$ cat src/cfg_pkg.sv
`default_nettype none
package cfg_pkg;
    localparam int ADDR_W = 8;
    localparam int DATA_W = 16;
    localparam int CH_COUNT = 2;
    localparam int CODE_W = 12;
    localparam int CODE_LSB = 4;
    localparam int CODE_MSB = 15;
    localparam int NARROW_DROP = 2;

    localparam logic [7:0] ADDR_CH1_HIGH = 8'h01;
    localparam logic [7:0] ADDR_CH1_LOW = 8'h02;
    localparam logic [7:0] ADDR_CH1_GAIN_CMP = 8'h03;
    localparam logic [7:0] ADDR_CH1_IRANGE = 8'h04;
    localparam logic [7:0] ADDR_CH1_CMP_FUNC = 8'h05;
    localparam logic [7:0] ADDR_CH0_HIGH = 8'h13;
    localparam logic [7:0] ADDR_CH0_LOW = 8'h14;
    localparam logic [7:0] ADDR_CH0_GAIN_CMP = 8'h15;
    localparam logic [7:0] ADDR_CH0_IRANGE = 8'h16;
    localparam logic [7:0] ADDR_CH0_CMP_FUNC = 8'h17;

    localparam logic [7:0] PMBUS_CFG_PAGE = 8'hFF;
    localparam logic [7:0] PMBUS_CH0_GAIN_CMP = 8'hDD;
    localparam logic [7:0] PMBUS_CH0_IRANGE = 8'hDE;
    localparam logic [7:0] PMBUS_CH0_CMP_FUNC = 8'hDF;
    localparam logic [7:0] PMBUS_CH1_GAIN_CMP = 8'hD1;
    localparam logic [7:0] PMBUS_CH1_IRANGE = 8'hD2;
    localparam logic [7:0] PMBUS_CH1_CMP_FUNC = 8'hD3;

    localparam logic [15:0] RESET_VALUE = 16'h0000;
    localparam logic [15:0] MASK_CODE = 16'hFFF0;
    localparam logic [15:0] MASK_GAIN_CMP = 16'h1C1F;
    localparam logic [15:0] MASK_IRANGE = 16'h1E00;
    localparam logic [15:0] MASK_CMP_FUNC = 16'h0C00;

    localparam int GAIN_LSB = 10;
    localparam int GAIN_MSB = 12;
    localparam int BIT_OPEN_DRAIN = 4;
    localparam int BIT_PIN_ROUTE = 3;
    localparam int BIT_DIVIDER = 2;
    localparam int BIT_INVERT = 1;
    localparam int BIT_ENABLE = 0;
    localparam int IRANGE_LSB = 9;
    localparam int IRANGE_MSB = 12;
    localparam int FUNC_LSB = 10;
    localparam int FUNC_MSB = 11;

    typedef enum logic [2:0] {
        GAIN_1X_EXT = 3'h0,
        GAIN_1X_SUPPLY = 3'h1,
        GAIN_1P5X_INT = 3'h2,
        GAIN_2X_INT = 3'h3,
        GAIN_3X_INT = 3'h4,
        GAIN_4X_INT = 3'h5
    } gain_e;

    typedef enum logic [3:0] {
        IRANGE_25UA = 4'h8,
        IRANGE_50UA = 4'h9,
        IRANGE_125UA = 4'hA,
        IRANGE_250UA = 4'hB
    } irange_e;

    typedef enum logic [1:0] {
        FUNC_PLAIN = 2'h0,
        FUNC_HYSTERESIS = 2'h1,
        FUNC_WINDOW = 2'h2
    } func_e;
endpackage
`default_nettype wire

$ cat src/cfg_if.sv
`timescale 1ns/10ps
`default_nettype none
interface cfg_if;
    logic [7:0] addr;
    logic [15:0] wdata;
    logic wr;
    logic rd;
    logic [15:0] rdata;

    modport device (
        input addr,
        input wdata,
        input wr,
        input rd,
        output rdata
    );
    modport host (
        output addr,
        output wdata,
        output wr,
        output rd,
        input rdata
    );
endinterface
`default_nettype wire

$ cat src/cfg_device.sv
// Behaviour
// - Lower margin code in bits 15:4, left aligned.
// - Bits 3:0 of margin code ignored, zero.
// - Gain select bits 12:10 decode six codes.
// - Bit 4 open-drain only when comparator routed.
// - Bit 3 routes comparator result to pin; cfg_device routes it only while bit 0 enable is set.
// - Bit 2 connects feedback resistor divider.
// - Bit 1 inverts comparator result.
// - Host enables comparator only with voltage output; cfg_host passes any enable write through unchecked.
// - Current range bits 12:9 decode four codes.
// - Function code 00 gives plain comparator.
// - Function code 01 applies hysteresis thresholds.
// - Function code 10 gives window comparator.
// - Gain/comparator register resets to zero.
// - Gain/comparator at 15h and 03h.
// - Current range at 16h and 04h.
// - Comparator function at 17h and 05h.
// - Upper margin code at 13h and 01h.
//
// Added by the designer: the plain strobed port.
`timescale 1ns/10ps
`default_nettype none
module cfg_device #(
    parameter int NARROW = 0
) (
    input wire logic I_CLK,
    input wire logic I_RST_B,
    cfg_if.device BUS,
    input wire logic [1:0] I_CMP_RAW,
    output logic [11:0] O_CH0_UPPER_CODE,
    output logic [11:0] O_CH0_LOWER_CODE,
    output logic [11:0] O_CH1_UPPER_CODE,
    output logic [11:0] O_CH1_LOWER_CODE,
    output logic [2:0] O_CH0_GAIN,
    output logic [2:0] O_CH1_GAIN,
    output logic [1:0] O_GAIN_VALID,
    output logic [3:0] O_CH0_IRANGE,
    output logic [3:0] O_CH1_IRANGE,
    output logic [1:0] O_IRANGE_VALID,
    output logic [1:0] O_CH0_FUNC,
    output logic [1:0] O_CH1_FUNC,
    output logic [1:0] O_FUNC_VALID,
    output logic [1:0] O_CMP_ENABLE,
    output logic [1:0] O_CMP_RESULT,
    output logic [1:0] O_PIN_ROUTE,
    output logic [1:0] O_PIN_OPEN_DRAIN,
    output logic [1:0] O_FEEDBACK_DIVIDER,
    output logic [11:0] O_CH0_THRESHOLD,
    output logic [11:0] O_CH1_THRESHOLD
);
    localparam int NREG = 10;
    logic [15:0] regs_reg [NREG];
    logic [15:0] rdata_reg;
    logic [NREG-1:0] hit;
    logic [15:0] mask [NREG];
    logic [7:0] addr_of [NREG];
    logic [15:0] code_mask;

    assign code_mask = (NARROW != 0) ? 16'(cfg_pkg::MASK_CODE << cfg_pkg::NARROW_DROP) :
        cfg_pkg::MASK_CODE;

    assign addr_of[0] = cfg_pkg::ADDR_CH0_HIGH;
    assign addr_of[1] = cfg_pkg::ADDR_CH0_LOW;
    assign addr_of[2] = cfg_pkg::ADDR_CH0_GAIN_CMP;
    assign addr_of[3] = cfg_pkg::ADDR_CH0_IRANGE;
    assign addr_of[4] = cfg_pkg::ADDR_CH0_CMP_FUNC;
    assign addr_of[5] = cfg_pkg::ADDR_CH1_HIGH;
    assign addr_of[6] = cfg_pkg::ADDR_CH1_LOW;
    assign addr_of[7] = cfg_pkg::ADDR_CH1_GAIN_CMP;
    assign addr_of[8] = cfg_pkg::ADDR_CH1_IRANGE;
    assign addr_of[9] = cfg_pkg::ADDR_CH1_CMP_FUNC;
    assign mask[0] = code_mask;
    assign mask[1] = code_mask;
    assign mask[2] = cfg_pkg::MASK_GAIN_CMP;
    assign mask[3] = cfg_pkg::MASK_IRANGE;
    assign mask[4] = cfg_pkg::MASK_CMP_FUNC;
    assign mask[5] = code_mask;
    assign mask[6] = code_mask;
    assign mask[7] = cfg_pkg::MASK_GAIN_CMP;
    assign mask[8] = cfg_pkg::MASK_IRANGE;
    assign mask[9] = cfg_pkg::MASK_CMP_FUNC;

    genvar g;
    generate
        for (g = 0; g < NREG; g++) begin : gen_reg
            assign hit[g] = (BUS.addr == addr_of[g]);
            always_ff @(posedge I_CLK or negedge I_RST_B) begin
                if (!I_RST_B) begin
                    regs_reg[g] <= cfg_pkg::RESET_VALUE;
                end else if (BUS.wr && hit[g]) begin
                    regs_reg[g] <= BUS.wdata & mask[g];
                end
            end
        end
    endgenerate

    logic [15:0] rd_next;
    always_comb begin
        rd_next = cfg_pkg::RESET_VALUE;
        for (int i = 0; i < NREG; i++) begin
            if (hit[i]) begin
                rd_next = regs_reg[i];
            end
        end
    end

    always_ff @(posedge I_CLK or negedge I_RST_B) begin
        if (!I_RST_B) begin
            rdata_reg <= cfg_pkg::RESET_VALUE;
        end else if (BUS.rd) begin
            rdata_reg <= rd_next;
        end
    end
    assign BUS.rdata = rdata_reg;

    assign O_CH0_UPPER_CODE = regs_reg[0][cfg_pkg::CODE_MSB:cfg_pkg::CODE_LSB];
    assign O_CH0_LOWER_CODE = regs_reg[1][cfg_pkg::CODE_MSB:cfg_pkg::CODE_LSB];
    assign O_CH1_UPPER_CODE = regs_reg[5][cfg_pkg::CODE_MSB:cfg_pkg::CODE_LSB];
    assign O_CH1_LOWER_CODE = regs_reg[6][cfg_pkg::CODE_MSB:cfg_pkg::CODE_LSB];

    function automatic logic gain_ok(input logic [2:0] g3);
        return g3 <= 3'(cfg_pkg::GAIN_4X_INT);
    endfunction
    function automatic logic irange_ok(input logic [3:0] r4);
        return r4 >= 4'(cfg_pkg::IRANGE_25UA) && r4 <= 4'(cfg_pkg::IRANGE_250UA);
    endfunction

    assign O_CH0_GAIN = regs_reg[2][cfg_pkg::GAIN_MSB:cfg_pkg::GAIN_LSB];
    assign O_CH1_GAIN = regs_reg[7][cfg_pkg::GAIN_MSB:cfg_pkg::GAIN_LSB];
    assign O_GAIN_VALID = {gain_ok(O_CH1_GAIN), gain_ok(O_CH0_GAIN)};
    assign O_CH0_IRANGE = regs_reg[3][cfg_pkg::IRANGE_MSB:cfg_pkg::IRANGE_LSB];
    assign O_CH1_IRANGE = regs_reg[8][cfg_pkg::IRANGE_MSB:cfg_pkg::IRANGE_LSB];
    assign O_IRANGE_VALID = {irange_ok(O_CH1_IRANGE), irange_ok(O_CH0_IRANGE)};
    assign O_CH0_FUNC = regs_reg[4][cfg_pkg::FUNC_MSB:cfg_pkg::FUNC_LSB];
    assign O_CH1_FUNC = regs_reg[9][cfg_pkg::FUNC_MSB:cfg_pkg::FUNC_LSB];
    function automatic logic func_ok(input logic [1:0] f2);
        return f2 <= 2'(cfg_pkg::FUNC_WINDOW);
    endfunction
    assign O_FUNC_VALID = {func_ok(O_CH1_FUNC), func_ok(O_CH0_FUNC)};

    logic [15:0] gc [2];
    assign gc[0] = regs_reg[2];
    assign gc[1] = regs_reg[7];
    generate
        for (g = 0; g < cfg_pkg::CH_COUNT; g++) begin : gen_ch
            assign O_CMP_ENABLE[g] = gc[g][cfg_pkg::BIT_ENABLE];
            assign O_PIN_ROUTE[g] = gc[g][cfg_pkg::BIT_PIN_ROUTE] & gc[g][cfg_pkg::BIT_ENABLE];
            assign O_PIN_OPEN_DRAIN[g] = gc[g][cfg_pkg::BIT_OPEN_DRAIN] & O_PIN_ROUTE[g];
            assign O_FEEDBACK_DIVIDER[g] = gc[g][cfg_pkg::BIT_DIVIDER];
        end
    endgenerate

    typedef enum logic {
        PH_LOWER,
        PH_UPPER
    } phase_e;

    // Each window bound is shown for this many cycles before the raw level is taken.
    // It must outlast the threshold register, the analog path and both synchroniser stages.
    localparam int DWELL = 8;
    localparam logic [2:0] DWELL_LAST = 3'(DWELL - 1);

    logic [1:0] raw_meta_reg;
    logic [1:0] raw_sync_reg;
    logic [11:0] upper_code [2];
    logic [11:0] lower_code [2];
    logic [1:0] func_code [2];
    logic [11:0] thr_q [2];

    assign upper_code[0] = O_CH0_UPPER_CODE;
    assign upper_code[1] = O_CH1_UPPER_CODE;
    assign lower_code[0] = O_CH0_LOWER_CODE;
    assign lower_code[1] = O_CH1_LOWER_CODE;
    assign func_code[0] = O_CH0_FUNC;
    assign func_code[1] = O_CH1_FUNC;
    assign O_CH0_THRESHOLD = thr_q[0];
    assign O_CH1_THRESHOLD = thr_q[1];

    // The raw level says the feedback lies above the shown threshold and is asynchronous.
    always_ff @(posedge I_CLK or negedge I_RST_B) begin
        if (!I_RST_B) begin
            raw_meta_reg <= '0;
            raw_sync_reg <= '0;
        end else begin
            raw_meta_reg <= I_CMP_RAW;
            raw_sync_reg <= raw_meta_reg;
        end
    end

    generate
        for (g = 0; g < cfg_pkg::CH_COUNT; g++) begin : gen_cmp
            phase_e phase_reg;
            phase_e phase_next;
            logic [2:0] dwell_reg;
            logic [2:0] dwell_next;
            logic hys_mode;
            logic win_mode;
            logic dwell_done;
            logic above_low_reg;
            logic above_low_next;
            logic above_high_reg;
            logic above_high_next;
            logic level_next;
            logic result_reg;
            logic [11:0] hys_thr;
            logic [11:0] win_thr;
            logic [11:0] thr_reg;
            logic [11:0] thr_next;

            assign hys_mode = func_code[g] == 2'(cfg_pkg::FUNC_HYSTERESIS);
            assign win_mode = func_code[g] == 2'(cfg_pkg::FUNC_WINDOW);
            assign dwell_done = dwell_reg == DWELL_LAST;
            assign dwell_next = (win_mode && !dwell_done) ? dwell_reg + 3'h1 : '0;
            assign phase_next = !win_mode ? PH_LOWER :
                !dwell_done ? phase_reg :
                (phase_reg == PH_LOWER) ? PH_UPPER : PH_LOWER;
            assign above_low_next = (win_mode && dwell_done && phase_reg == PH_LOWER) ?
                raw_sync_reg[g] : above_low_reg;
            assign above_high_next = (win_mode && dwell_done && phase_reg == PH_UPPER) ?
                raw_sync_reg[g] : above_high_reg;
            assign level_next = win_mode ? (above_low_reg & ~above_high_reg) : raw_sync_reg[g];
            assign hys_thr = level_next ? lower_code[g] : upper_code[g];
            assign win_thr = (phase_next == PH_UPPER) ? upper_code[g] : lower_code[g];
            // Plain mode compares against the lower margin code, the same bound for either output level.
            assign thr_next = win_mode ? win_thr : hys_mode ? hys_thr : lower_code[g];

            always_ff @(posedge I_CLK or negedge I_RST_B) begin
                if (!I_RST_B) begin
                    phase_reg <= PH_LOWER;
                    dwell_reg <= '0;
                    above_low_reg <= 1'b0;
                    above_high_reg <= 1'b0;
                    result_reg <= 1'b0;
                    thr_reg <= '0;
                end else begin
                    phase_reg <= phase_next;
                    dwell_reg <= dwell_next;
                    above_low_reg <= above_low_next;
                    above_high_reg <= above_high_next;
                    result_reg <= level_next ^ gc[g][cfg_pkg::BIT_INVERT];
                    thr_reg <= thr_next;
                end
            end
            assign thr_q[g] = thr_reg;
            assign O_CMP_RESULT[g] = result_reg;
        end
    endgenerate
endmodule
`default_nettype wire

$ cat src/flat_wrapper.sv
// flat-port wrapper written by rule: the top's interface ports become plain ports
module cfg_device_flat 
#(
    parameter int NARROW = 0
)
  (I_CLK, I_RST_B, I_CMP_RAW, O_CH0_UPPER_CODE, O_CH0_LOWER_CODE, O_CH1_UPPER_CODE, O_CH1_LOWER_CODE, O_CH0_GAIN, O_CH1_GAIN, O_GAIN_VALID, O_CH0_IRANGE, O_CH1_IRANGE, O_IRANGE_VALID, O_CH0_FUNC, O_CH1_FUNC, O_FUNC_VALID, O_CMP_ENABLE, O_CMP_RESULT, O_PIN_ROUTE, O_PIN_OPEN_DRAIN, O_FEEDBACK_DIVIDER, O_CH0_THRESHOLD, O_CH1_THRESHOLD, BUS_addr, BUS_wdata, BUS_wr, BUS_rd, BUS_rdata);
  cfg_if BUS_i ();
  input wire logic I_CLK;
  input wire logic I_RST_B;
  input wire logic [1:0] I_CMP_RAW;
  output logic [11:0] O_CH0_UPPER_CODE;
  output logic [11:0] O_CH0_LOWER_CODE;
  output logic [11:0] O_CH1_UPPER_CODE;
  output logic [11:0] O_CH1_LOWER_CODE;
  output logic [2:0] O_CH0_GAIN;
  output logic [2:0] O_CH1_GAIN;
  output logic [1:0] O_GAIN_VALID;
  output logic [3:0] O_CH0_IRANGE;
  output logic [3:0] O_CH1_IRANGE;
  output logic [1:0] O_IRANGE_VALID;
  output logic [1:0] O_CH0_FUNC;
  output logic [1:0] O_CH1_FUNC;
  output logic [1:0] O_FUNC_VALID;
  output logic [1:0] O_CMP_ENABLE;
  output logic [1:0] O_CMP_RESULT;
  output logic [1:0] O_PIN_ROUTE;
  output logic [1:0] O_PIN_OPEN_DRAIN;
  output logic [1:0] O_FEEDBACK_DIVIDER;
  output logic [11:0] O_CH0_THRESHOLD;
  output logic [11:0] O_CH1_THRESHOLD;
  input wire logic [$bits(BUS_i.addr)-1:0] BUS_addr;
  input wire logic [$bits(BUS_i.wdata)-1:0] BUS_wdata;
  input wire logic [$bits(BUS_i.wr)-1:0] BUS_wr;
  input wire logic [$bits(BUS_i.rd)-1:0] BUS_rd;
  output wire logic [$bits(BUS_i.rdata)-1:0] BUS_rdata;
  assign BUS_i.addr = BUS_addr;
  assign BUS_i.wdata = BUS_wdata;
  assign BUS_i.wr = BUS_wr;
  assign BUS_i.rd = BUS_rd;
  assign BUS_rdata = BUS_i.rdata;
  cfg_device #(.NARROW(NARROW)) u_core (.I_CLK(I_CLK), .I_RST_B(I_RST_B), .BUS(BUS_i), .I_CMP_RAW(I_CMP_RAW), .O_CH0_UPPER_CODE(O_CH0_UPPER_CODE), .O_CH0_LOWER_CODE(O_CH0_LOWER_CODE), .O_CH1_UPPER_CODE(O_CH1_UPPER_CODE), .O_CH1_LOWER_CODE(O_CH1_LOWER_CODE), .O_CH0_GAIN(O_CH0_GAIN), .O_CH1_GAIN(O_CH1_GAIN), .O_GAIN_VALID(O_GAIN_VALID), .O_CH0_IRANGE(O_CH0_IRANGE), .O_CH1_IRANGE(O_CH1_IRANGE), .O_IRANGE_VALID(O_IRANGE_VALID), .O_CH0_FUNC(O_CH0_FUNC), .O_CH1_FUNC(O_CH1_FUNC), .O_FUNC_VALID(O_FUNC_VALID), .O_CMP_ENABLE(O_CMP_ENABLE), .O_CMP_RESULT(O_CMP_RESULT), .O_PIN_ROUTE(O_PIN_ROUTE), .O_PIN_OPEN_DRAIN(O_PIN_OPEN_DRAIN), .O_FEEDBACK_DIVIDER(O_FEEDBACK_DIVIDER), .O_CH0_THRESHOLD(O_CH0_THRESHOLD), .O_CH1_THRESHOLD(O_CH1_THRESHOLD));
endmodule
$ cat config.mk
export PLATFORM = sky130hd
export DESIGN_NAME = cfg_device_flat
export DESIGN_NICKNAME = d
export VERILOG_FILES = /design/src/cfg_pkg.sv /design/src/cfg_if.sv /design/src/cfg_device.sv /design/src/flat_wrapper.sv
export SDC_FILE = /design/constraint.sdc
export NUM_CORES = 1
export LEC_CHECK = 0
export ABC_CLOCK_PERIOD_IN_PS = 2200
export BUFFER_PORTS_ARGS = -buffer_cell sky130_fd_sc_hd__buf_2
export CAP_MARGIN = 20
export CORE_MARGIN = 4
export CORE_UTILIZATION = 40
export DETAILED_ROUTE_END_ITERATION = 8
export PLACE_DENSITY_LB_ADDON = 0.25
export SYNTH_ARGS = -nofsm -noshare
export SYNTH_HDL_FRONTEND = slang
export SYNTH_SLANG_ARGS = --single-unit
export TNS_END_PERCENT = 20
$ cat constraint.sdc
create_clock -name I_CLK -period 2.2 [get_ports I_CLK]
set_clock_uncertainty 0.1 [all_clocks]
set_input_delay 0 -clock I_CLK [delete_from_list [all_inputs] [get_ports I_CLK]]
set_output_delay 0 -clock I_CLK [all_outputs]
set_load 0.1 [all_outputs]
==> flow_summary.yaml <==
timing:
  setup_repair_after_global_routing_missed_its_margin: "no"
  min_period_over_period: 0.926
  worst_slack_ps: 163
  slew_headroom: 0.522
  report.final.slew_viol_count: 0
  setup_viol_count_final: 0
  worst_slew_pin_slew_ps: 716
  max_freq_ghz: 0.491
  final-hold-violation-count: 0
  period_needed_ps: 2040
layout:
  layout.filler_cells: 1284
  design.final.nets: 687
  antennaDiodeCount: 0
  final_layout_size_suffix_gt1_frac: 0.453
  syn_to_final_growth_pct: 29.6
  largest_register_ff_count: 16
cts:
  clk_pin_slew_ps: 50
  clock_latency_on_the_worst_skew_pair_ps: 420
  cts_htree_levels: 4
  clock-root-buffer: "sky130_fd_sc_hd__clkbuf_16"
  cts.sink_count: 134
  cts_buffers: 17
  clock_tree.buffer_depth: 2
  cts_tree: "done"
synth:
  synth_flop_cell: "sky130_fd_sc_hd__dfrtp_1"
  synth_seq_cells: 134
  post-synth-top-area-fraction: 0.555
  synth-simple-area-share: 0.103
  netlist_top_cells_count: "sky130_fd_sc_hd__dfrtp_1 (134), sky130_fd_sc_hd__mux2_2 (75), sky130_fd_sc_hd__mux2_1 (28), sky130_fd_sc_hd__nand2_1 (19), sky130_fd_sc_hd__nor2_1 (18)"
  synth_most_common_cell: "sky130_fd_sc_hd__dfrtp_1"
  synth-seq-area-share: 0.555
  synth.top_cells.by_area: "sky130_fd_sc_hd__dfrtp_1 (56%), sky130_fd_sc_hd__mux2_2 (14%), sky130_fd_sc_hd__mux2_1 (5.2%)"
  synthesis.nets: 505
  synth-adder-area-share: 0.00829
  post-synth-top-area-cell: "sky130_fd_sc_hd__dfrtp_1"
  synth_enable_flop_cells: 0
  synth_compound_gate_area_share: 0.0746
  postSynthCellCount: 471
  post_synth_instance_area_um2: 6040
  yosys-mux-area-fraction: 0.209
  ys_warn_count: 0
  synth.avg_cell_area_um2: 12.8
  synth_async_sr_flop_share: 1.00
  synth_top_family_by_area: "multiplexers"
  synth_xor_xnor_area_share: 0.00580
  synth_cell_type_count: 53
setup_path:
  ff2ff_path_depth: 7
  critical_path.startpoint: "u_core.gen_cmp[0].dwell_reg[0]"
  worstPathMaxFanout: 12
  timing.critical_path.arrival_ps: 2230
  critPathRequiredTime_ps: 2390
  critPathCaptureType: "flop"
  setup.worst_path.start_class: "flop"
  timing_worst_setup_path_type: "flop to flop"
  worstReg2RegEnd: "u_core.O_CH0_THRESHOLD[0]"
  reg2reg_slack_ps: 160
  worstReg2RegStart: "u_core.gen_cmp[0].dwell_reg[0]"
detailed_routing:
  drt_first_iter_violations: 277
  routed_wl_um: 16600
  drt_drc_violations_left: 0
  detail_route.first_pass.iterations: 5
  detail_route.wl_per_cell_um: 19.6
  route.vias.total: 4550
  final_antenna_net_count: 0
  detail_route.vias_per_cell: 5.36
floorplan:
  num_io_pins: 152
  floorplan.die_area_um2: 17100
  die_y_um: 131
  core_footprint_um2: 14600
  dieWidth_um: 131
  site_row_count: 44
  starting_density_of_the_core: 0.412
pwr:
  static-leakage-power_nw: 4.10
  power_per_cell_area_nw_per_um2: 808
  report.power.total_mw: 6.32
  vdd.ir_drop.worst_mv: 0.528
flow_run:
  maxCapViolCount: 0
status:
  status: "complete, no violations"
global_route:
  via_count_of_the_first_global_routing_pass: 4648
  grt_usage: 0.203
  grt-ovfl-total: 0
  antenna_violations_before_repair: 1
  pin_count_of_the_biggest_net_entering_global_routing: 77
  grt_first_pass_wirelength_um: 26300
min_path:
  worst_hold_path_type: "input pin to asynchronous set/reset pin"
placed_design:
  io_buffer_count: 151
  gp_routability_congestion: 0.866
  preCtsSetupSlack_ps: 165
  place.detailed.hpwl_um: 12000
## critical path, stage by stage (launching register included)
cell	delay (ps)
sky130_fd_sc_hd__dfrtp_1	380
sky130_fd_sc_hd__ha_1	190
sky130_fd_sc_hd__ha_1	250
sky130_fd_sc_hd__xnor2_1	190
sky130_fd_sc_hd__nor2_1	80
sky130_fd_sc_hd__a31oi_2	200
sky130_fd_sc_hd__buf_12	180
sky130_fd_sc_hd__mux2_2	350
## cells in the final DEF (no fill, tap or decap), types with 2 or more instances in the layout
master	instances
sky130_fd_sc_hd__ha_1	4
sky130_fd_sc_hd__nor3_1	8
sky130_fd_sc_hd__buf_12	3
sky130_fd_sc_hd__o32ai_1	7
sky130_fd_sc_hd__a22oi_1	2
sky130_fd_sc_hd__mux2_4	4
sky130_fd_sc_hd__nand2_1	19
sky130_fd_sc_hd__dfrtp_2	2
sky130_fd_sc_hd__or2_2	3
sky130_fd_sc_hd__and3_1	6
sky130_fd_sc_hd__dfrtp_1	132
sky130_fd_sc_hd__buf_4	24
sky130_fd_sc_hd__clkinv_2	5
sky130_fd_sc_hd__clkbuf_8	3
sky130_fd_sc_hd__xnor2_1	4
sky130_fd_sc_hd__a211oi_1	2
sky130_fd_sc_hd__nor2_1	17
sky130_fd_sc_hd__nand4b_1	3
sky130_fd_sc_hd__or3_1	3
sky130_fd_sc_hd__dlygate4sd3_1	23
sky130_fd_sc_hd__o21ai_0	9
sky130_fd_sc_hd__a221o_1	4
sky130_fd_sc_hd__a21oi_1	16
sky130_fd_sc_hd__clkbuf_16	17
sky130_fd_sc_hd__mux2i_1	2
sky130_fd_sc_hd__nor3b_1	10
sky130_fd_sc_hd__and2_1	3
sky130_fd_sc_hd__nand2b_1	8
sky130_fd_sc_hd__mux2_1	28
sky130_fd_sc_hd__buf_2	150
sky130_fd_sc_hd__a22o_1	2
sky130_fd_sc_hd__mux2_2	75
sky130_fd_sc_hd__nor3_4	2
sky130_fd_sc_hd__nor2b_1	3
sky130_fd_sc_hd__a221oi_1	10
sky130_fd_sc_hd__nor3_2	3
sky130_fd_sc_hd__inv_1	13
sky130_fd_sc_hd__nand3_1	8
sky130_fd_sc_hd__clkbuf_1	6
## cell type report
type,count,area (um2),area share
repair buffers,201,1230,0.157
well taps,184,230,0.0294
inverters,13,48.8,0.00624
multi-input cells,286,2440,0.312
clock inverters,5,25.0,0.00320
flip-flops and latches,134,3360,0.429
clock buffers,26,489,0.0625
## metrics by stage
stage	util	hold WS [ps]	cell area (um2)	TNS, ps	std cells
after floorplan	-	-396	6050	-1210	471
after global placement	0.484	-32.6	7080	0	795
after detailed placement	0.484	-19.8	7080	0	795
after CTS	0.534	81.0	7830	0	849
after global routing	0.534	121	7830	0	849
final	0.534	80.5	7830	0	849
## worst max path at each step
stage,to,slack (ps),cells after the start
finish,u_core.O_CH0_THRESHOLD[0],160,7
detailed placement,u_core.O_CH1_IRANGE[2],170,5
CTS,u_core.O_CH0_THRESHOLD[0],150,7
global placement,u_core.O_CH1_IRANGE[3],200,5
global route,u_core.O_CH0_THRESHOLD[2],30,7
floorplan,u_core.O_CH1_THRESHOLD[10],-120,5
## layer usage
layer  part of all wire  vias to the layer above  track usage
li1                   -                     2082            -
met5            0.00042                        -            0
met2               0.48                      141        0.316
met1               0.45                     2305        0.281
met4              0.016                        2       0.0696
met3              0.047                       20       0.0447
## power breakdown
part	total, mW	internal, mW	switching (mW)	leakage [nW]
Combinational	1.17	0.229	0.939	2.01
Clock	2.49	1.51	0.983	0.258
Sequential	2.66	2.57	0.0874	1.83
## repair_timing
| item | 4_1_cts | 5_1_grt |
|---|---|---|
| hold buffers | 23 | 0 |
| hold endpoints to repair | 162 | 0 |
| setup buffers | 0 | 0 |
| gates resized for setup | 0 | 0 |
## logic make-up (layout without fill, tap and decap cells)
kind of cell	count (synthesis)	after routing
buffers and inverters	51	245
adder cells (fa/ha/maj)	4	4
AND/OR/NAND/NOR	105	105
AO/OA/AOI/OAI	63	63
flip-flops	134	134
XOR/XNOR	4	4
multiplexers	110	110
No activity file was read; power rests on OpenSTA's default activity.
